**src/rtl/chg_seq_pkg.sv**
```systemverilog
// Shared constants and types of the charge-cycle sequencer
package chg_seq_pkg;

  // ---------------------------------------------------------------
  // Clock and timing
  // ---------------------------------------------------------------
  localparam int unsigned CLK_FREQ_MHZ       = 200;
  localparam int unsigned TICK_TIME_US       = 1000;
  localparam int unsigned TICK_CYCLES        = TICK_TIME_US * CLK_FREQ_MHZ;
  localparam int unsigned TERM_FILTER_US     = 1000;
  localparam int unsigned TERM_FILTER_CYCLES = TERM_FILTER_US * CLK_FREQ_MHZ;
  localparam int unsigned MS_PER_MIN         = 60000;
  localparam int unsigned PRECOND_TIME_MIN   = 32;
  localparam int unsigned PRECOND_TICKS      = PRECOND_TIME_MIN * MS_PER_MIN;
  localparam int unsigned ELAPSED_STEP_MIN   = 120;
  localparam int unsigned ELAPSED_STEP_TICKS = ELAPSED_STEP_MIN * MS_PER_MIN;
  localparam int unsigned FLASH_PERIOD_MS    = 1600;
  localparam int unsigned FLASH_HALF_MS      = FLASH_PERIOD_MS / 2;

  localparam int unsigned CNT_W   = 18;
  localparam int unsigned TIMER_W = 26;
  localparam int unsigned FLASH_W = 10;

  // ---------------------------------------------------------------
  // Register map
  // ---------------------------------------------------------------
  localparam int unsigned   ADDR_W     = 8;
  localparam int unsigned   DATA_W     = 32;
  localparam logic [7:0]    OFS_CFG    = 8'h00;
  localparam logic [7:0]    OFS_STATUS = 8'h04;
  localparam logic [7:0]    OFS_TIMER  = 8'h08;
  localparam logic [31:0]   CFG_RESET  = 32'h000000b7;
  localparam logic [31:0]   CFG_MASK   = 32'h000001ff;

  // Config fields
  localparam int unsigned CFG_PRE_EN     = 0;
  localparam int unsigned CFG_PTIMER_EN  = 1;
  localparam int unsigned CFG_ELAPSED_LO = 2;
  localparam int unsigned CFG_RECHG_EN   = 4;
  localparam int unsigned CFG_FLASH_EN   = 5;
  localparam int unsigned CFG_TERM_LO    = 6;
  localparam int unsigned CFG_DUAL_CELL  = 8;

  // ---------------------------------------------------------------
  // Types
  // ---------------------------------------------------------------
  typedef enum logic [3:0] {
    ST_SHUTDOWN, ST_STANDBY, ST_SHORT, ST_PRECOND, ST_FAST, ST_CV,
    ST_DONE, ST_HALT, ST_TEMP_FAULT, ST_TIMER_FAULT, ST_PRE_FAULT
  } state_t;

  // Comparator results from the analog charger
  typedef struct packed {
    logic supply_ok;
    logic program_pin_high_z;
    logic bat_present;
    logic below_precond;
    logic at_regulation;
    logic below_recharge;
    logic below_short;
    logic above_short_hyst;
    logic ichg_below_term;
    logic die_over_temp;
  } cmp_t;

  // Commands to the analog charger
  typedef struct packed {
    logic       enable;
    logic       precond;
    logic       fast;
    logic       const_volt;
    logic       detect;
    logic [1:0] term_sel;
    logic       dual_cell;
  } chg_cmd_t;

endpackage

```
**src/rtl/charge_sequencer.sv**
```systemverilog
// Charge-cycle sequencer: state machine, safety timers and status pin
`timescale 1ns/100ps
`default_nettype none

module charge_sequencer #(
  parameter int unsigned TICK_CYCLES        = chg_seq_pkg::TICK_CYCLES,
  parameter int unsigned TERM_FILTER_CYCLES = chg_seq_pkg::TERM_FILTER_CYCLES,
  parameter int unsigned PRECOND_TICKS      = chg_seq_pkg::PRECOND_TICKS,
  parameter int unsigned ELAPSED_STEP_TICKS = chg_seq_pkg::ELAPSED_STEP_TICKS
) (
  // Clock and reset
  input  wire logic                              i_ref_clk,
  input  wire logic                              i_rst_n,
  // Analog comparators
  input  wire chg_seq_pkg::cmp_t                 i_cmp,
  // Register port
  input  wire logic [chg_seq_pkg::ADDR_W-1:0]    i_addr,
  input  wire logic [chg_seq_pkg::DATA_W-1:0]    i_wr_data,
  input  wire logic                              i_wr_en,
  input  wire logic                              i_rd_en,
  output var  logic [chg_seq_pkg::DATA_W-1:0]    o_rd_data,
  // Analog charger commands
  output var  chg_seq_pkg::chg_cmd_t             o_chg_cmd,
  // Open-drain status pin
  output var  logic                              o_stat_out,
  output var  logic                              o_stat_oe
);

  // ---------------------------------------------------------------
  // Declarations
  // ---------------------------------------------------------------
  chg_seq_pkg::cmp_t                 sync1_reg;
  chg_seq_pkg::cmp_t                 cmp_reg;
  chg_seq_pkg::state_t               state_reg;
  chg_seq_pkg::state_t               state_next;
  logic [chg_seq_pkg::DATA_W-1:0]    cfg_reg;
  logic [chg_seq_pkg::TIMER_W-1:0]   timer_reg;
  logic [chg_seq_pkg::CNT_W-1:0]     filt_cnt_reg;
  logic                              filt_done_reg;
  logic [chg_seq_pkg::FLASH_W-1:0]   flash_cnt_reg;
  logic                              flash_phase_reg;
  logic                              tick;
  logic                              pre_expired;
  logic                              elapsed_expired;
  logic                              timer_restart;
  logic [1:0]                        elapsed_sel;

  function automatic logic [chg_seq_pkg::TIMER_W-1:0] elapsed_limit(input logic [1:0] sel);
    elapsed_limit = chg_seq_pkg::TIMER_W'(sel) * chg_seq_pkg::TIMER_W'(ELAPSED_STEP_TICKS);
  endfunction
  function automatic logic is_charging(input chg_seq_pkg::state_t st);
    is_charging = st inside {chg_seq_pkg::ST_PRECOND, chg_seq_pkg::ST_FAST, chg_seq_pkg::ST_CV};
  endfunction
  function automatic logic is_fault(input chg_seq_pkg::state_t st);
    is_fault = (st == chg_seq_pkg::ST_TEMP_FAULT) || (st == chg_seq_pkg::ST_TIMER_FAULT) ||
               (st == chg_seq_pkg::ST_PRE_FAULT);
  endfunction
  // Precharge is skipped when the option is off
  function automatic chg_seq_pkg::state_t start_state(input chg_seq_pkg::cmp_t c,
                                                      input logic pre_en);
    if (c.below_short) begin
      start_state = chg_seq_pkg::ST_SHORT;
    end else if (c.below_precond && pre_en) begin
      start_state = chg_seq_pkg::ST_PRECOND;
    end else begin
      start_state = chg_seq_pkg::ST_FAST;
    end
  endfunction

  // ---------------------------------------------------------------
  // Input synchroniser
  // ---------------------------------------------------------------
  always_ff @(posedge i_ref_clk) begin
    if (!i_rst_n) begin
      sync1_reg <= '0;
      cmp_reg   <= '0;
    end else begin
      sync1_reg <= i_cmp;
      cmp_reg   <= sync1_reg;
    end
  end

  // ---------------------------------------------------------------
  // Timer tick
  // ---------------------------------------------------------------
  tick_divider #(.CYCLES (TICK_CYCLES)) u_tick (
    .i_ref_clk (i_ref_clk),
    .i_rst_n   (i_rst_n),
    .o_tick    (tick)
  );

  // ---------------------------------------------------------------
  // Register port
  // ---------------------------------------------------------------
  always_ff @(posedge i_ref_clk) begin
    if (!i_rst_n) begin
      cfg_reg <= chg_seq_pkg::CFG_RESET;
    end else if (i_wr_en && (i_addr == chg_seq_pkg::OFS_CFG)) begin
      cfg_reg <= i_wr_data & chg_seq_pkg::CFG_MASK;
    end
  end
  always_ff @(posedge i_ref_clk) begin
    if (!i_rst_n || !i_rd_en) begin
      o_rd_data <= '0;
    end else begin
      case (i_addr)
        chg_seq_pkg::OFS_CFG:    o_rd_data <= cfg_reg;
        chg_seq_pkg::OFS_STATUS: o_rd_data <= {28'h0000000, state_reg};
        chg_seq_pkg::OFS_TIMER:  o_rd_data <= {6'h00, timer_reg};
        default:                 o_rd_data <= '0;
      endcase
    end
  end

  // ---------------------------------------------------------------
  // Safety timers
  // ---------------------------------------------------------------
  // A zero select disables the elapsed timer
  assign elapsed_sel     = cfg_reg[chg_seq_pkg::CFG_ELAPSED_LO +: 2];
  assign pre_expired     = cfg_reg[chg_seq_pkg::CFG_PTIMER_EN] &&
                           (timer_reg >= chg_seq_pkg::TIMER_W'(PRECOND_TICKS));
  assign elapsed_expired = (elapsed_sel != 2'h0) &&
                           (timer_reg >= elapsed_limit(elapsed_sel));
  // Elapsed time spans fast charge and constant voltage together
  assign timer_restart   = (state_next != state_reg) &&
                           ((state_next == chg_seq_pkg::ST_FAST) ||
                            (state_next == chg_seq_pkg::ST_PRECOND));
  always_ff @(posedge i_ref_clk) begin
    if (!i_rst_n) begin
      timer_reg <= '0;
    end else if (timer_restart) begin
      timer_reg <= '0;
    end else if (tick && is_charging(state_reg) && !(&timer_reg)) begin
      timer_reg <= timer_reg + 1'b1;
    end
  end

  // ---------------------------------------------------------------
  // Termination filter
  // ---------------------------------------------------------------
  // Any dip in the low-current flag restarts the count
  always_ff @(posedge i_ref_clk) begin
    if (!i_rst_n) begin
      filt_cnt_reg  <= '0;
      filt_done_reg <= 1'b0;
    end else if ((state_reg != chg_seq_pkg::ST_CV) || !cmp_reg.ichg_below_term) begin
      filt_cnt_reg  <= '0;
      filt_done_reg <= 1'b0;
    end else if (filt_cnt_reg == chg_seq_pkg::CNT_W'(TERM_FILTER_CYCLES - 1)) begin
      filt_done_reg <= 1'b1;
    end else begin
      filt_cnt_reg <= filt_cnt_reg + 1'b1;
    end
  end

  // ---------------------------------------------------------------
  // Sequencer
  // ---------------------------------------------------------------
  always_comb begin
    state_next = state_reg;
    if (!cmp_reg.supply_ok) begin
      state_next = chg_seq_pkg::ST_SHUTDOWN;
    end else if (cmp_reg.program_pin_high_z && !is_fault(state_reg)) begin
      state_next = chg_seq_pkg::ST_STANDBY;
    end else begin
      case (state_reg)
        chg_seq_pkg::ST_SHUTDOWN: state_next = chg_seq_pkg::ST_STANDBY;
        chg_seq_pkg::ST_STANDBY: begin
          if (cmp_reg.bat_present && cmp_reg.below_recharge) begin
            state_next = start_state(cmp_reg, cfg_reg[chg_seq_pkg::CFG_PRE_EN]);
          end
        end
        chg_seq_pkg::ST_SHORT: begin
          if (!cmp_reg.bat_present) begin
            state_next = chg_seq_pkg::ST_STANDBY;
          end else if (cmp_reg.die_over_temp) begin
            state_next = chg_seq_pkg::ST_TEMP_FAULT;
          end else if (cmp_reg.above_short_hyst) begin
            state_next = cfg_reg[chg_seq_pkg::CFG_PRE_EN] ?
                         chg_seq_pkg::ST_PRECOND : chg_seq_pkg::ST_FAST;
          end
        end
        chg_seq_pkg::ST_PRECOND, chg_seq_pkg::ST_FAST, chg_seq_pkg::ST_CV: begin
          if (!cmp_reg.bat_present) begin
            state_next = chg_seq_pkg::ST_STANDBY;
          end else if (cmp_reg.die_over_temp) begin
            state_next = chg_seq_pkg::ST_TEMP_FAULT;
          end else if (cmp_reg.below_short) begin
            state_next = chg_seq_pkg::ST_SHORT;
          end else if (state_reg == chg_seq_pkg::ST_PRECOND) begin
            if (pre_expired) begin
              state_next = chg_seq_pkg::ST_PRE_FAULT;
            end else if (!cmp_reg.below_precond) begin
              state_next = chg_seq_pkg::ST_FAST;
            end
          end else if (state_reg == chg_seq_pkg::ST_FAST) begin
            if (elapsed_expired) begin
              state_next = chg_seq_pkg::ST_TIMER_FAULT;
            end else if (cmp_reg.at_regulation) begin
              state_next = chg_seq_pkg::ST_CV;
            end
          end else if (filt_done_reg || elapsed_expired) begin
            state_next = cfg_reg[chg_seq_pkg::CFG_RECHG_EN] ?
                         chg_seq_pkg::ST_DONE : chg_seq_pkg::ST_HALT;
          end
        end
        chg_seq_pkg::ST_DONE: begin
          if (!cmp_reg.bat_present) begin
            state_next = chg_seq_pkg::ST_STANDBY;
          end else if (cmp_reg.below_recharge) begin
            state_next = chg_seq_pkg::ST_FAST;
          end
        end
        chg_seq_pkg::ST_HALT: begin
          // Only removal, power loss or program pin release restart
          if (!cmp_reg.bat_present) begin
            state_next = chg_seq_pkg::ST_STANDBY;
          end
        end
        chg_seq_pkg::ST_TEMP_FAULT: begin
          if (!cmp_reg.die_over_temp) begin
            state_next = chg_seq_pkg::ST_STANDBY;
          end
        end
        chg_seq_pkg::ST_TIMER_FAULT, chg_seq_pkg::ST_PRE_FAULT: begin
          if (!cmp_reg.bat_present) begin
            state_next = chg_seq_pkg::ST_STANDBY;
          end
        end
        default: state_next = chg_seq_pkg::ST_SHUTDOWN;
      endcase
    end
  end
  always_ff @(posedge i_ref_clk) begin
    if (!i_rst_n) begin
      state_reg <= chg_seq_pkg::ST_SHUTDOWN;
    end else begin
      state_reg <= state_next;
    end
  end

  // ---------------------------------------------------------------
  // Charger commands
  // ---------------------------------------------------------------
  always_ff @(posedge i_ref_clk) begin
    if (!i_rst_n) begin
      o_chg_cmd <= '0;
    end else begin
      o_chg_cmd.enable     <= is_charging(state_reg) || (state_reg == chg_seq_pkg::ST_SHORT);
      o_chg_cmd.precond    <= (state_reg == chg_seq_pkg::ST_PRECOND);
      o_chg_cmd.fast       <= (state_reg == chg_seq_pkg::ST_FAST);
      o_chg_cmd.const_volt <= (state_reg == chg_seq_pkg::ST_CV);
      o_chg_cmd.detect     <= (state_reg == chg_seq_pkg::ST_SHORT);
      o_chg_cmd.term_sel   <= cfg_reg[chg_seq_pkg::CFG_TERM_LO +: 2];
      o_chg_cmd.dual_cell  <= cfg_reg[chg_seq_pkg::CFG_DUAL_CELL];
    end
  end

  // ---------------------------------------------------------------
  // Status pin
  // ---------------------------------------------------------------
  always_ff @(posedge i_ref_clk) begin
    if (!i_rst_n || !is_fault(state_reg)) begin
      flash_cnt_reg   <= '0;
      flash_phase_reg <= 1'b0;
    end else if (tick) begin
      if (flash_cnt_reg == chg_seq_pkg::FLASH_W'(chg_seq_pkg::FLASH_HALF_MS - 1)) begin
        flash_cnt_reg   <= '0;
        flash_phase_reg <= !flash_phase_reg;
      end else begin
        flash_cnt_reg <= flash_cnt_reg + 1'b1;
      end
    end
  end

  // Pin level is fixed low; only the enable moves, so it never drives high
  always_ff @(posedge i_ref_clk) begin
    o_stat_out <= 1'b0;
    if (!i_rst_n) begin
      o_stat_oe <= 1'b0;
    end else if (is_charging(state_reg)) begin
      o_stat_oe <= 1'b1;
    end else if (is_fault(state_reg)) begin
      o_stat_oe <= cfg_reg[chg_seq_pkg::CFG_FLASH_EN] && flash_phase_reg;
    end else begin
      o_stat_oe <= 1'b0;
    end
  end

  // ---------------------------------------------------------------
  // Assertions
  // ---------------------------------------------------------------
  a_supply_forces_off: assert property (
    @(posedge i_ref_clk) disable iff (!i_rst_n)
    !cmp_reg.supply_ok |=> (state_reg == chg_seq_pkg::ST_SHUTDOWN) ##1 !o_chg_cmd.enable)
    else $error("supply loss did not shut the charger down");
  a_program_pin_standby: assert property (
    @(posedge i_ref_clk) disable iff (!i_rst_n)
    (cmp_reg.supply_ok && cmp_reg.program_pin_high_z && !is_fault(state_reg))
      |=> (state_reg == chg_seq_pkg::ST_STANDBY))
    else $error("high-impedance program pin did not give standby");
  a_stat_never_high: assert property (
    @(posedge i_ref_clk) disable iff (!i_rst_n)
    o_stat_out == 1'b0)
    else $error("status pin would drive high");
  a_stat_while_charging: assert property (
    @(posedge i_ref_clk) disable iff (!i_rst_n)
    is_charging(state_reg) |=> o_stat_oe)
    else $error("status pin not pulled low while charging");
  a_fast_timer_cleared: assert property (
    @(posedge i_ref_clk) disable iff (!i_rst_n)
    (state_reg != chg_seq_pkg::ST_FAST) ##1 (state_reg == chg_seq_pkg::ST_FAST)
      |-> (timer_reg == '0))
    else $error("elapsed timer not restarted on fast-charge entry");
  a_pre_fault_holds: assert property (
    @(posedge i_ref_clk) disable iff (!i_rst_n)
    (state_reg == chg_seq_pkg::ST_PRE_FAULT && cmp_reg.supply_ok && cmp_reg.bat_present)
      |=> (state_reg == chg_seq_pkg::ST_PRE_FAULT) ##1 !o_chg_cmd.enable)
    else $error("precharge timer fault released early");
  a_short_detect_only: assert property (
    @(posedge i_ref_clk) disable iff (!i_rst_n)
    (state_reg == chg_seq_pkg::ST_SHORT)
      |=> (o_chg_cmd.detect && !o_chg_cmd.fast && !o_chg_cmd.precond))
    else $error("shorted battery got more than detection current");
  a_term_filter_reset: assert property (
    @(posedge i_ref_clk) disable iff (!i_rst_n)
    !cmp_reg.ichg_below_term |=> (filt_cnt_reg == '0) && !filt_done_reg)
    else $error("termination filter did not restart");
  a_over_temp_stop: assert property (
    @(posedge i_ref_clk) disable iff (!i_rst_n)
    (is_charging(state_reg) && cmp_reg.supply_ok && !cmp_reg.program_pin_high_z &&
     cmp_reg.bat_present && cmp_reg.die_over_temp)
      |=> (state_reg == chg_seq_pkg::ST_TEMP_FAULT) ##1 !o_chg_cmd.enable)
    else $error("over-temperature did not suspend charge");
  a_cv_from_fast: assert property (
    @(posedge i_ref_clk) disable iff (!i_rst_n)
    $rose(state_reg == chg_seq_pkg::ST_CV) |-> $past(state_reg) == chg_seq_pkg::ST_FAST)
    else $error("constant voltage entered from wrong state");

endmodule // charge_sequencer
`default_nettype wire

```
**src/rtl/tick_divider.sv**
```systemverilog
// Divides the reference clock into a one-cycle timer tick
`timescale 1ns/100ps
`default_nettype none
module tick_divider #(
  parameter int unsigned CYCLES = chg_seq_pkg::TICK_CYCLES
) (
  // Clock and reset
  input  wire logic i_ref_clk,
  input  wire logic i_rst_n,
  // Tick
  output var  logic o_tick
);

  logic [chg_seq_pkg::CNT_W-1:0] cnt_reg;

  always_ff @(posedge i_ref_clk) begin
    if (!i_rst_n) begin
      cnt_reg <= '0;
      o_tick  <= 1'b0;
    end else if (cnt_reg == chg_seq_pkg::CNT_W'(CYCLES - 1)) begin
      cnt_reg <= '0;
      o_tick  <= 1'b1;
    end else begin
      cnt_reg <= cnt_reg + 1'b1;
      o_tick  <= 1'b0;
    end
  end

endmodule // tick_divider
`default_nettype wire

```
**config.mk**
```make
export PLATFORM = sky130hd
export DESIGN_NAME = charge_sequencer
export DESIGN_NICKNAME = d
export VERILOG_FILES = /design/src/rtl/chg_seq_pkg.sv /design/src/rtl/charge_sequencer.sv /design/src/rtl/tick_divider.sv
export SDC_FILE = /design/constraint.sdc
export NUM_CORES = 1
export LEC_CHECK = 0
export BUFFER_PORTS_ARGS = -buffer_cell sky130_fd_sc_hd__buf_2
export CAP_MARGIN = 10
export CELL_PAD_IN_SITES_DETAIL_PLACEMENT = 1
export CELL_PAD_IN_SITES_GLOBAL_PLACEMENT = 2
export CORE_MARGIN = 2
export CORE_UTILIZATION = 31
export CTS_CLUSTER_DIAMETER = 60
export CTS_CLUSTER_SIZE = 30
export DETAILED_ROUTE_END_ITERATION = 8
export GPL_TIMING_DRIVEN = 1
export HOLD_SLACK_MARGIN = 0.12
export PLACE_DENSITY_LB_ADDON = 0.1
export REMOVE_ABC_BUFFERS = 1
export SYNTH_ARGS = -nofsm -noshare
export SYNTH_HDL_FRONTEND = slang
export SYNTH_SLANG_ARGS = --single-unit
```
**constraint.sdc**
```tcl
create_clock -name i_ref_clk -period 2.9 [get_ports i_ref_clk]
set_input_delay 0.435 -clock i_ref_clk [delete_from_list [all_inputs] [get_ports i_ref_clk]]
set_output_delay 0.435 -clock i_ref_clk [all_outputs]
set_load 0.1 [all_outputs]
```
# After elaboration in Yosys (flattened, before gate mapping)
# Cells that the tools add are included.
[word_totals]
word_cells = 130
romBits = 0
inputBits = 54
memories = 0
mem_bits_rw = 0
latch_bits = 0
reg_bits = 149
[op_classes]
eq_ne = 19
addsub = 4
div_mod_pow = 0
multipliers = 1
n_reduce_logical = 35
bitwise = 1
muxes = 30
order_cmp = 2
n_shift = 0
[op_table]
columns = ["operator", "count"]
rows = [
  ["$mux W4", 20],
  ["$pmux W26 S3", 1],
  ["$add A18 B1 Y18 const B", 2],
  ["$eq A18 B18 Y1 const B", 2],
  ["$pmux W4 S7", 1],
  ["$add A26 B1 Y26 const B", 1],
  ["$ge A26 B21 Y1 const B", 1],
  ["$ge A26 B25 Y1", 1],
  ["$reduce_and A26 Y1", 1],
  ["$eq A4 B3 Y1 const B", 5],
  ["$mul A2 B15 Y17 const B", 1],
  ["$eq A4 B2 Y1 const B", 3],
  ["$eq A4 B4 Y1 const B", 3],
  ["$add A10 B1 Y10 const B", 1],
  ["$eq A10 B10 Y1 const B", 1],
  ["$logic_and A1 B1 Y1", 10],
  ["$mux W10", 1],
  ["$mux W3", 3],
  ["$eq A8 B3 Y1 const B", 1],
  ["$eq A8 B4 Y1 const B", 1],
  ["$logic_not A8 Y1", 1],
  ["$logic_or A1 B1 Y1", 8],
  ["$logic_not A1 Y1", 6],
  ["$reduce_or A2 Y1", 3],
  ["10 further kinds", 14],
]

# Logic depth before layout (Yosys ltp)
# Gate-level depths: netlist of run 1.
[depth]
ltp_word = 17
ltp_mapped = 14
mapped_depth_nobuf = 12

# By module
# From an unflattened synthesis of run 1, not the netlist that was laid out.
[unflattened]
hier_cells = 747
area_unflattened_um2 = 6690.2
[modules_own_cells]
columns = ["mod", "instances", "cells_per_inst", "area_per_inst_um2"]
rows = [
  ["charge_sequencer", 1, 649, 5805.6],
  ["tick_divider", 1, 98, 884.6],
]

# Worst setup path before layout of run 1
# No wires, ideal clock.
[synth_timing]
path_kind = "reg-to-reg"
start = "reg cfg_reg[2] in the netlist's numbering"
end = "reg timer_reg[18] in the netlist's numbering"
slack_ps = -204
arrival_time_ps = 2988
synth_period_minus_slack_ps = 3104
stages_incl_launch_ff = 13
path_cell_list = "dfxtp_1 -> inv_1 -> ha_1 -> ha_1 -> a21o_1 -> a221o_1 -> nand2_1 -> o211ai_1 -> o311ai_0 -> o211ai_1 -> o31ai_4 -> buf_6 -> nor3_1"
[synth_between]
elab_chain_cells = 17
[synth_rtl]
columns = ["item", "line_no", "rtl"]
rows = [
  ["start, declared", "charge_sequencer.sv:36", "logic [chg_seq_pkg::DATA_W-1:0] cfg_reg;"],
  ["start signal, assigned", "charge_sequencer.sv:97", "cfg_reg <= chg_seq_pkg::CFG_RESET;"],
  ["start signal, assigned", "charge_sequencer.sv:99", "cfg_reg <= i_wr_data & chg_seq_pkg::CFG_MASK;"],
  ["$mul A2 B15 Y17", "charge_sequencer.sv:49", "elapsed_limit = chg_seq_pkg::TIMER_W'(sel) * chg_seq_pkg::TIMER_W'(ELAPSED_STEP_TICKS);"],
  ["$ge A26 B25 Y1", "charge_sequencer.sv:123", "(timer_reg >= elapsed_limit(elapsed_sel));"],
  ["$logic_and A1 B1 Y1 *", "charge_sequencer.sv:122", "assign elapsed_expired = (elapsed_sel != 2'h0) &&"],
  ["$logic_or A1 B1 Y1", "charge_sequencer.sv:202", "end else if (filt_done_reg || elapsed_expired) begin"],
  ["$mux W4", "charge_sequencer.sv:202", ""],
  ["$mux W4 *", "charge_sequencer.sv:196", "end else if (state_reg == chg_seq_pkg::ST_FAST) begin"],
  ["$mux W4 *", "charge_sequencer.sv:190", "end else if (state_reg == chg_seq_pkg::ST_PRECOND) begin"],
  ["$mux W4 *", "charge_sequencer.sv:188", "end else if (cmp_reg.below_short) begin"],
  ["$mux W4 *", "charge_sequencer.sv:186", "end else if (cmp_reg.die_over_temp) begin"],
  ["$mux W4 *", "charge_sequencer.sv:184", "if (!cmp_reg.bat_present) begin"],
  ["$pmux W4 S7 *", "charge_sequencer.sv:166", "case (state_reg)"],
  ["$mux W4 *", "charge_sequencer.sv:163", "end else if (cmp_reg.program_pin_high_z && !is_fault(state_reg)) begin"],
  ["$mux W4 *", "charge_sequencer.sv:161", "if (!cmp_reg.supply_ok) begin"],
  ["$eq A4 B3 Y1 / $eq A4 B2 Y1 (equally long branches)", "charge_sequencer.sv:126, charge_sequencer.sv:127", ""],
  ["$logic_or A1 B1 Y1", "charge_sequencer.sv:126", "((state_next == chg_seq_pkg::ST_FAST) ||"],
  ["$logic_and A1 B1 Y1 *", "charge_sequencer.sv:125", "assign timer_restart = (state_next != state_reg) &&"],
  ["$reduce_or A2 Y1 (no source line) *", "-", ""],
  ["end signal, assigned", "charge_sequencer.sv:134", "timer_reg <= timer_reg + 1'b1;"],
  ["end, declared", "charge_sequencer.sv:37", "logic [chg_seq_pkg::TIMER_W-1:0] timer_reg;"],
]
# Mark *: on every way between the ends. The rest lies on a longest branch, timed or not.
# A chain may end at the register's enable or synchronous reset.

# Final worst setup path of run 1
[layout_timing]
start = "reg cfg_reg[2] in the netlist's numbering"
end = "reg timer_reg[1] in the netlist's numbering"
# The elaborated chain is that of the path after synthesis.

==> results of run 1 <==
-- layer usage --
metal  vias to the layer above  routed length, microns  track usage, %
li1                       2802                       -               -
met5                         -                       0               0
met1                      2690                    8760            21.8
met3                        25                     516            3.21
met4                         0                     323            5.98
met2                        90                    9150            29.1
-- timing repair --
action,CTS,global route
pin swaps,38,7
endpoints found under the setup margin,26,27
setup buffers,6,3
cloned,2,1
gates resized for setup,71,8
-- worst register-to-register path, delay by kind of cell, from the launching register on --
kind	cells	cell delay, ns
flip-flops	1	0.33
AND/OR/NAND/NOR	4	0.73
AO/OA/AOI/OAI	4	1.00
buffers and inverters	5	0.54
adder cells (fa/ha/maj)	2	0.41
-- power by group through the flow --
stage	sequential (mW)	clock, mW	combinational, mW
after floorplan	2.04	0	0.0840
after global placement	2.04	0	0.148
after detailed placement	2.04	0	0.151
after CTS	1.99	2.35	0.165
after global routing	2.00	2.46	0.176
final	1.99	2.28	0.165
-- worst paths after layout --
check | from | to | slack (ns)
min | i_cmp[6] | sync1_reg[6] | 0.22
max | cfg_reg[2] | timer_reg[1] | -0.20
max reg2reg | cfg_reg[2] | timer_reg[1] | -0.20
min reg2reg | sync1_reg[7] | cmp_reg[7] | 0.43
-- cell usage in the layout (no fill, tap or decap), types with 7 or more instances in the layout --
cell and count:
a21oi_1 19, nand4_1 18, nand3_1 28, ha_4 12, and3_1 11, buf_2 65
o211ai_1 8, clkbuf_16 18, ha_1 14, nor3_2 16, or3_1 11, mux2i_1 21
o21ai_0 16, and2_1 43, xor2_1 26, dfxtp_1 141, nor3_1 24, buf_4 58
nor2b_1 11, inv_1 21, nor2_1 103, nand2_1 55, xnor2_1 35, conb_1 7
-- cell families (layout without fill, tap and decap cells) --
kind of cell / Yosys count / after routing / share of synthesized area, %
other: 1 / 7 / 0.0563
and+or+nand+nor: 355 / 355 / 27.1
buffers and inverters: 60 / 189 / 4.64
xor gates and xnor gates: 61 / 61 / 8.02
AOI/OAI and AO/OA: 80 / 80 / 8.64
adders and majority gates: 28 / 28 / 5.22
DFF: 143 / 143 / 43.0
muxes: 22 / 22 / 3.32
-- final cells by class --
cell class | count | share of cell area (%)
multi-input cells | 553 | 44.1
flip-flops and latches | 143 | 33.1
repair buffers | 133 | 10.6
clock buffers | 19 | 5.22
well taps | 275 | 3.97
clock inverters | 12 | 1.86
inverters | 25 | 1.20
-- stage by stage --
step	power, mW	setup TNS [ns]	instance area [sq um]	utilization (%)	setup WS [ns]
final	4.44	-4.14	8670	41.1	-0.205
after global routing	4.63	-7.55	8670	41.1	-0.312
after CTS	4.51	-2.81	8590	40.7	-0.118
after detailed placement	2.19	-8.91	7570	35.9	-0.364
after global placement	2.19	-6.07	7570	35.9	-0.254
after floorplan	2.12	-11.07	6470	-	-0.450
==> run summary, run 1 <==
Status = complete, but fails checks
Failing checks = negative setup slack
Port bufs = 65
Clock root buffer = clkbuf_16
Sw Ratio = 22.7%
Crit path required time = 3.23 ns
Dpl hpwl = 13400 microns
TritonCTS buffer count = 17
Post-route ant nets = 0
RSZ-0062 raised after global routing = true
Stages on the worst setup path = 15
R2r worst-path depth = 15
Initial antenna violation count = 0
Minimum clock period = 3.10 ns
I/O pins = 96
Hold Crit Class = input port to flip-flop
GP Congestion = 0.842
Int Pwr = 3.43 mW
Clock power share = 51.4%
Die X = 151 microns
Post-synth top area share = 43.0%
CP Cell Sequence = inv_4 > ha_4 > inv_4 > buf_4 > buf_4 > ha_4 > nand4_1 > nor2_2 > nand4_1 > a21oi_4 > o21ba_2 > o211a_1 > and4bb_4 > buf_12 > a2111oi_4
Worst hold margin = 0.220 ns
Wirelength per Cell = 16.2 microns
Flop pwr share = 44.9%
CP startpoint kind = flip-flop
Number of buffers inserted by hold repair at cts = 0
Fillers = 2473
Storage cell area = 2870 sq um
Placed instance count = 1117
#FFs+latches synth = 143
CTS clk-pin slew, worst paths = 0.06 ns
DR vias/cell = 4.83
Most area-consuming cells after synthesis = dfxtp_1 43%, nor2_1 5.9%, ha_1 5.1%
Multi-input gate area = 3820 sq um
Crit Path Category = flip-flop to flip-flop
Htree depth = 4
Peak supply drop = 0.379 mV
WL final = 18800 microns
Worst rel slew slack = 55.6%
Setup Skew = 0.00875 ns
Final Hold Viols = 0
Setup ws final = -0.205 ns
Async SR Flop Fraction = 0%
DRC = 0
Slew @ Worst Pin = 0.665 ns
CTS sink count = 143
Vias after detailed routing = 5607
Gr ovfl total = 0
Comb pwr share = 3.7%
Hold path cells = 2
Yosys cell types = 68
Slowest cell on the critical path = dfxtp_2
Max Freq = 322 MHz
# setup viols final = 26
Core area = 21100 sq um
CP bufs+invs = 5
Die ar. = 22700 sq um
Nets = 954
Max clock buf depth = 2
Largest net degree at the start of global routing = 23
DR pass1 iterations = 4
Die height = 151 microns
Area Growth Syn to Fin = 30.2%
Delay-heaviest family, CP = compound AO/OA/AOI/OAI gates
Top FF cell, synth = dfxtp_1
First-pass GRT wire length = 30400 microns
Crit path capture type = flip-flop
Final Non-Filler Cells = 1160
Power Dens Cells = 512 nW/um^2
Initial Utilization = 31.6%
CTS tree = done
Ratio of final minimum period to clock period = 107%
Mapped Area = 6660 sq um
Vias in the first global route = 5863
# diodes = 0
Sequential element share of the synthesized area = 43.0%
Net switching power = 1.01 mW
Row cnt = 53
Clk_lat worst skew = 0.43 ns
Leakage power = 3.33 nW
Layout cells sized above 1 = 25.5%
Synth warnings = 0
Yosys top cell by area = dfxtp_1
Cells after Synth = 750
Crit Path Max Fanout = 6
Most common cell in the netlist = dfxtp_1
Max cap viols = 0
Worst EP arrival = 3.43 ns
Slew Limit Fails = 0
Number of flops mapped to enable cells by yosys = 0
Syn avg cell area = 8.88 sq um
List of most frequent post-synthesis cells = 143 x dfxtp_1, 104 x nor2_1, 55 x nand2_1
Worst path max stage delay = 0.33 ns
Initial DRC Count = 217
Total track usage = 17.2%
Note: power is estimated with default switching activity, not from simulation.
==> inputs of run 2 (changes only) <==
--- a/config.mk
+++ b/config.mk
@@ -5,12 +5,13 @@
 export SDC_FILE = /design/constraint.sdc
 export NUM_CORES = 1
 export LEC_CHECK = 0
+export ABC_AREA = 1
 export BUFFER_PORTS_ARGS = -buffer_cell sky130_fd_sc_hd__buf_2
 export CAP_MARGIN = 10
 export CELL_PAD_IN_SITES_DETAIL_PLACEMENT = 1
 export CELL_PAD_IN_SITES_GLOBAL_PLACEMENT = 2
 export CORE_MARGIN = 2
-export CORE_UTILIZATION = 31
+export CORE_UTILIZATION = 29
 export CTS_CLUSTER_DIAMETER = 60
 export CTS_CLUSTER_SIZE = 30
 export DETAILED_ROUTE_END_ITERATION = 8
==> run 2 against run 1 <==
Effect of this change:
- fmax up 5.9%
- worst hold slack worse by 0.029 ns
- clock power up 5%
- the flow still finishes with violations (negative setup slack)
==> run summary, run 2 <==
Die ar. = 24600 sq um (+8.7%)
Worst EP arrival = 3.25 ns (-0.18 ns)
Final Cell Area = 8810 sq um (+1.6%)
Failing checks = negative setup slack
Most area-consuming cells after synthesis = dfxtp_1 42%, nand2_1 10%, inv_1 9.4%
DR vias/cell = 4.42 (-8.6%)
WL final = 19900 microns (+6.3%)
Number of flops mapped to enable cells by yosys = 0 (unchanged)
Setup ws final = -0.0321 ns (+0.173 ns)
Vias in the first global route = 6226 (+6.2%)
Crit Path Max Fanout = 7 (+1)
R2r worst-path depth = 22 (+7)
Post-synth top area share = 42.2% (-0.80 points)
Die height = 157 microns (+4.2%)
Leakage power = 3.74 nW (+12%)
Htree depth = 4 (unchanged)
Hold Crit Class = input port to flip-flop
Max Freq = 341 MHz (+5.9%)
CTS tree = done
Clock root buffer = clkbuf_16
CTS clk-pin slew, worst paths = 0.06 ns (about the same)
Area Growth Syn to Fin = 29.8%
Top FF cell, synth = dfxtp_1
Row cnt = 55 (+3.8%)
Slew Limit Fails = 0 (unchanged)
Yosys top cell by area = dfxtp_1
Setup Skew = 0.0126 ns (+0.00388 ns)
Final Hold Viols = 0 (unchanged)
Wirelength per Cell = 14.4 microns (-11%)
#FFs+latches synth = 143 (unchanged)
# diodes = 0 (unchanged)
Synth warnings = 0 (unchanged)
Yosys cell types = 48 (-29%)
Power Dens Cells = 517 nW/um^2 (+0.92%)
DR pass1 iterations = 4 (unchanged)
Clk_lat worst skew = 0.43 ns (about the same)
Multi-input gate area = 3520 sq um (-8.0%)
List of most frequent post-synthesis cells = 189 x nand2_1, 170 x inv_1, 143 x dfxtp_1
Dpl hpwl = 14500 microns (+8.4%)
Most common cell in the netlist = nand2_1
Gr ovfl total = 0 (unchanged)
Crit path capture type = flip-flop
Crit Path Category = flip-flop to flip-flop
Peak supply drop = 0.256 mV (-32%)
Async SR Flop Fraction = 0% (unchanged)
Fillers = 2826 (+14%)
CP startpoint kind = flip-flop
Total track usage = 16.9% (-0.28 points)
Die X = 157 microns (+4.2%)
Cells after Synth = 944 (+26%)
Storage cell area = 2870 sq um (about the same)
# setup viols final = 13 (-50%)
Ratio of final minimum period to clock period = 101% (-6.0 points)
Slew @ Worst Pin = 0.554 ns (-0.111 ns)
RSZ-0062 raised after global routing = true
Vias after detailed routing = 6104 (+8.9%)
Status = complete, but fails checks
Port bufs = 65 (unchanged)
Final Util = 38.7% (-2.4 points)
Sequential element share of the synthesized area = 42.2% (-0.80 points)
Minimum clock period = 2.93 ns (-0.173 ns)
Hold path cells = 3 (+1)
Initial Utilization = 29.8% (-1.8 points)
Layout cells sized above 1 = 21.6% (-3.9 points)
Nets = 1137 (+19%)
I/O pins = 96 (unchanged)
Largest net degree at the start of global routing = 36 (+57%)
First-pass GRT wire length = 32200 microns (+6.1%)
Worst rel slew slack = 62.9% (+7.3 points)
TritonCTS buffer count = 17 (unchanged)
CTS sink count = 143 (unchanged)
GP Congestion = 0.785 (-6.8%)
Commonest cells after routing, fill and taps aside = 173 x nand2_1, 164 x inv_1, 141 x dfxtp_1
Initial DRC Count = 212 (-2.3%)
Initial antenna violation count = 0 (unchanged)
Syn avg cell area = 7.19 sq um (-19%)
Reg2reg setup slack = -0.03 ns (+0.17 ns)
Crit path required time = 3.21 ns (-0.02 ns)
Number of buffers inserted by hold repair at cts = 0 (unchanged)
Commonest non-fill, non-tap cell in the layout = nand2_1
Max cap viols = 0 (unchanged)
DRC = 0 (unchanged)
Post-route ant nets = 0 (unchanged)
Mapped Area = 6790 sq um (+1.9%)
Cell area after placement = 7690 sq um (+1.5%)
Max clock buf depth = 2 (unchanged)
Core area = 22800 sq um (+8.0%)
==> run 2: cell types whose count changed after synthesis, sizes merged, moves of 17 or more <==
cell	delta
mux2i	-20
a21oi	+26
nand2	+139
nor2	+17
and2	-44
xnor2	-32
nor3	+19
inv	+150
==> run 2: metrics by stage <==
| step | hold slack, ns | setup WS (ns) | cells | power [mW] | TNS (ns) |
|---|---|---|---|---|---|
| CTS | 0.172 | -0.0355 | 1382 | 4.63 | -0.365 |
| finish | 0.191 | -0.0321 | 1382 | 4.55 | -0.207 |
| detailed placement | 0.399 | -0.228 | 1341 | 2.19 | -5.72 |
| global placement | 0.393 | -0.219 | 1341 | 2.19 | -5.61 |
| global route | 0.184 | -0.268 | 1382 | 4.74 | -5.29 |
| floorplan | 0.390 | 0.0654 | 928 | 2.12 | 0 |
==> run 2: final cells by class <==
class | count | area share [%]
Multi-Input combinational cell | 607 | 39.9
Sequential cell | 143 | 32.6
Timing Repair Buffer | 109 | 8.22
Inverter | 178 | 7.74
Clock buffer | 21 | 5.11
Tap cell | 313 | 4.44
Clock inverter | 11 | 2.02
==> run 2: per-layer routing <==
| metal | vias up | global-route usage (%) | part of all wire (%) |
|---|---|---|---|
| li1 | 3182 | - | - |
| met1 | 2834 | 22.5 | 50 |
| met2 | 73 | 28.0 | 46 |
| met3 | 15 | 2.81 | 2.7 |
| met4 | 0 | 4.98 | 1.2 |
| met5 | - | 0 | 0 |
==> run 2: report_power, final <==
group | internal [mW] | switching, mW
registers | 1.98 | 0.00926
logic | 0.0527 | 0.124
clock network | 1.48 | 0.910
==> run 2: repair_timing <==
action / CTS / global route
gates resized for setup: 44 / 49
buffers inserted: 7 / 1
setup endpoints to repair: 26 / 26
cloned: 2 / 0
pin swaps: 6 / 24
==> run 2: final timing paths <==
path,from,endpoint
worst max-delay path,cfg_reg[3],timer_reg[11]
worst min-delay path,i_cmp[7],sync1_reg[7]
worst max register to register,cfg_reg[3],timer_reg[11]
worst min register to register,sync1_reg[6],cmp_reg[6]
==> run 2: cells by family (layout without fill, tap and decap cells) <==
kind of cell / Yosys count / in the layout / share of synthesized area (%)
muxes: 1 / 1 / 0.147
and+or+nand+nor: 454 / 454 / 30.0
buffers and inverters: 200 / 319 / 11.6
xor gates and xnor gates: 27 / 27 / 3.48
DFF: 143 / 143 / 42.2
adders and majority gates: 27 / 27 / 4.98
other: 1 / 7 / 0.0552
AOI/OAI and AO/OA: 91 / 91 / 7.65
==> run 2: worst max-delay path, cell delays in order, from the launching register on <==
cell and delay (ns):
dfxtp_4 0.39, inv_6 0.06, ha_4 0.26, inv_2 0.04, ha_4 0.26, nand2_2 0.05
nor2_1 0.08, nand2_1 0.06, nor2_1 0.10, nand2_1 0.05, nand4_1 0.11, nand2_2 0.13
buf_6 0.15, nand2_2 0.05, nand3_2 0.10, a21oi_4 0.19, nand4_1 0.11, nand3_1 0.11
nand3_2 0.09, nand2_4 0.10, buf_12 0.13, buf_12 0.15, nor2_1 0.05
==> inputs of run 3 (changes only) <==
--- a/config.mk
+++ b/config.mk
@@ -18,6 +18,7 @@
 export GPL_TIMING_DRIVEN = 1
 export HOLD_SLACK_MARGIN = 0.12
 export PLACE_DENSITY_LB_ADDON = 0.1
+export RECOVER_POWER = 50
 export REMOVE_ABC_BUFFERS = 1
 export SYNTH_ARGS = -nofsm -noshare
 export SYNTH_HDL_FRONTEND = slang
==> run 3 against run 2 <==
Effect of this change:
- the flow still finishes with violations (negative setup slack)
- count of clock-buffer cells in the layout unchanged
- clock power about the same
- die area stayed put
- worst hold slack is the same
- combinational power barely moved
- sequential power about the same
- via count did not move
- highest routed layer unchanged
==> run summary, run 3 (same netlist as run 2, synthesis figures left out) <==
DR vias/cell = 4.42 (unchanged)
Port bufs = 65 (unchanged)
# diodes = 0 (unchanged)
Crit Path Category = flip-flop to flip-flop
CTS tree = done
Vias after detailed routing = 6104 (unchanged)
WL final = 19900 microns (unchanged)
Setup ws final = -0.0321 ns (-0.000000500 ns)
Die X = 157 microns (unchanged)
TritonCTS buffer count = 17 (unchanged)
Row cnt = 55 (unchanged)
Clk_lat worst skew = 0.43 ns (about the same)
Initial antenna violation count = 0 (unchanged)
CP Cell Sequence = inv_6 > ha_4 > inv_2 > ha_4 > nand2_2 > nor2_1 > nand2_1 > nor2_1 > nand2_1 > nand4_1 > nand2_2 > buf_6 > nand2_2 > nand3_2 > a21oi_4 > nand4_1 > nand3_1 > nand3_2 > nand2_4 > buf_12 > buf_12 > nor2_1
Crit Path Max Fanout = 7 (unchanged)
Reg2reg end = timer_reg[11]
Area Growth Syn to Fin = 29.8% (unchanged)
# setup viols final = 13 (unchanged)
Failing checks = negative setup slack
Vias in the first global route = 6226 (unchanged)
Crit path capture type = flip-flop
Tot Pwr = 4.55 mW (unchanged)
R2r worst-path depth = 22 (unchanged)
Post-route ant nets = 0 (unchanged)
Htree depth = 4 (unchanged)
DRC = 0 (unchanged)
Hold_sp = i_cmp[7]
Comb pwr share = 3.9% (about the same)
Int Pwr = 3.51 mW (unchanged)
Slew @ Worst Pin = 0.554 ns (unchanged)
Gr ovfl total = 0 (unchanged)
Ratio of final minimum period to clock period = 101% (about the same)
Crit path required time = 3.21 ns (about the same)
Flop pwr share = 43.7% (about the same)
Max cap viols = 0 (unchanged)
Slowest cell on the critical path = dfxtp_4
Hold path cells = 3 (unchanged)
First-pass GRT wire length = 32200 microns (unchanged)
Status = complete, but fails checks
Max Freq = 341 MHz (unchanged)
Hold Crit Class = input port to flip-flop
Max clock buf depth = 2 (unchanged)
RSZ-0062 raised after global routing = true
Fillers = 2826 (unchanged)
Multi-input gate area = 3520 sq um (unchanged)
Worst path max stage delay = 0.39 ns (about the same)
Core area = 22800 sq um (unchanged)
DR pass1 iterations = 4 (unchanged)
Setup Skew = 0.0126 ns (unchanged)
Die ar. = 24600 sq um (unchanged)
Placed instance count = 1341 (unchanged)
Leakage power = 3.74 nW (unchanged)
Commonest cells after routing, fill and taps aside = 173 x nand2_1, 164 x inv_1, 141 x dfxtp_1
Worst EP arrival = 3.25 ns (about the same)
Final Hold Viols = 0 (unchanged)
Reg2reg setup slack = -0.03 ns (about the same)
End point of the worst hold path = sync1_reg[7]
Dpl hpwl = 14500 microns (unchanged)
Total track usage = 16.9% (unchanged)
GP Congestion = 0.785 (unchanged)
CTS sink count = 143 (unchanged)
TNS Setup = -0.207 ns (-0.00000600 ns)
Nets = 1137 (unchanged)
Stages on the worst setup path = 22 (unchanged)
Cell area after placement = 7690 sq um (unchanged)
Delay-heaviest family, CP = simple AND/OR/NAND/NOR gates
Power Dens Cells = 517 nW/um^2 (unchanged)
Slew Limit Fails = 0 (unchanged)
I/O pins = 96 (unchanged)
Die height = 157 microns (unchanged)
CP bufs+invs = 5 (unchanged)
R2R Path Start = cfg_reg[3]
Layout cells sized above 1 = 21.6% (unchanged)
Largest net degree at the start of global routing = 36 (unchanged)
Clock power share = 52.4% (about the same)
Peak supply drop = 0.256 mV (unchanged)
Initial Utilization = 29.8% (unchanged)
CTS clk-pin slew, worst paths = 0.06 ns (about the same)
Net switching power = 1.04 mW (unchanged)
Wirelength per Cell = 14.4 microns (unchanged)
Post-place setup slack = -0.228 ns (unchanged)
Final Non-Filler Cells = 1382 (unchanged)
Worst rel slew slack = 62.9% (unchanged)
Clock root buffer = clkbuf_16
Storage cell area = 2870 sq um (unchanged)
Initial DRC Count = 212 (unchanged)
Commonest non-fill, non-tap cell in the layout = nand2_1
CP startpoint kind = flip-flop
Minimum clock period = 2.93 ns (+0.000000500 ns)
Final Cell Area = 8810 sq um (unchanged)
Sw Ratio = 22.9% (unchanged)
[run 3: per-stage QoR]
stage	utilization [%]	hold WS, ns
global placement	33.7	0.393
CTS	37.9	0.172
floorplan	-	0.390
finish	38.7	0.191
detailed placement	33.7	0.399
global route	38.7	0.184
[run 3: final cells by class]
class / instances / area share (%)
Sequential cell: 143 / 32.6
Multi-Input combinational cell: 607 / 39.9
Clock buffer: 21 / 5.11
Timing Repair Buffer: 109 / 8.22
Clock inverter: 11 / 2.02
Inverter: 178 / 7.74
Tap cell: 313 / 4.44
[run 3: worst min-delay path: stages]
cell     delay [ns]
buf_2          0.07
nand2_1        0.04
inv_1          0.04
[run 3: per-layer routing]
| layer | share of wire [%] | up-vias | GRT usage, % |
|---|---|---|---|
| met3 | 2.7 | 15 | 2.81 |
| met1 | 50 | 2834 | 22.5 |
| li1 | - | 3182 | - |
| met5 | 0 | - | 0 |
| met4 | 1.2 | 0 | 4.98 |
| met2 | 46 | 73 | 28.0 |
[run 3: how the worst max path moves through the flow]
stage / start / endpoint / slack [ns]
6_report: cfg_reg[3] / timer_reg[11] / -0.03
5_1_grt: cfg_reg[3] / timer_reg[14] / -0.27
4_1_cts: cfg_reg[2] / timer_reg[14] / -0.04
3_5_place_dp: cfg_reg[3] / timer_reg[10] / -0.23
3_3_place_gp: cfg_reg[3] / timer_reg[9] / -0.22
2_1_floorplan: cfg_reg[2] / timer_reg[0] / 0.07
[run 3: power by group through the flow]
stage	logic, mW	clock network, mW	registers, mW
after CTS	0.175	2.47	1.99
after detailed placement	0.151	0	2.04
after global placement	0.150	0	2.03
after global routing	0.193	2.56	1.99
final	0.177	2.39	1.99
after floorplan	0.0821	0	2.04
[run 3: repair_timing]
action,CTS,global route
pin swaps,6,24
gates cloned,2,0
endpoints found under the setup margin,26,26
resized for setup,44,49
hold endpoints to repair,0,0
buffers inserted,7,1
hold buffers,0,0
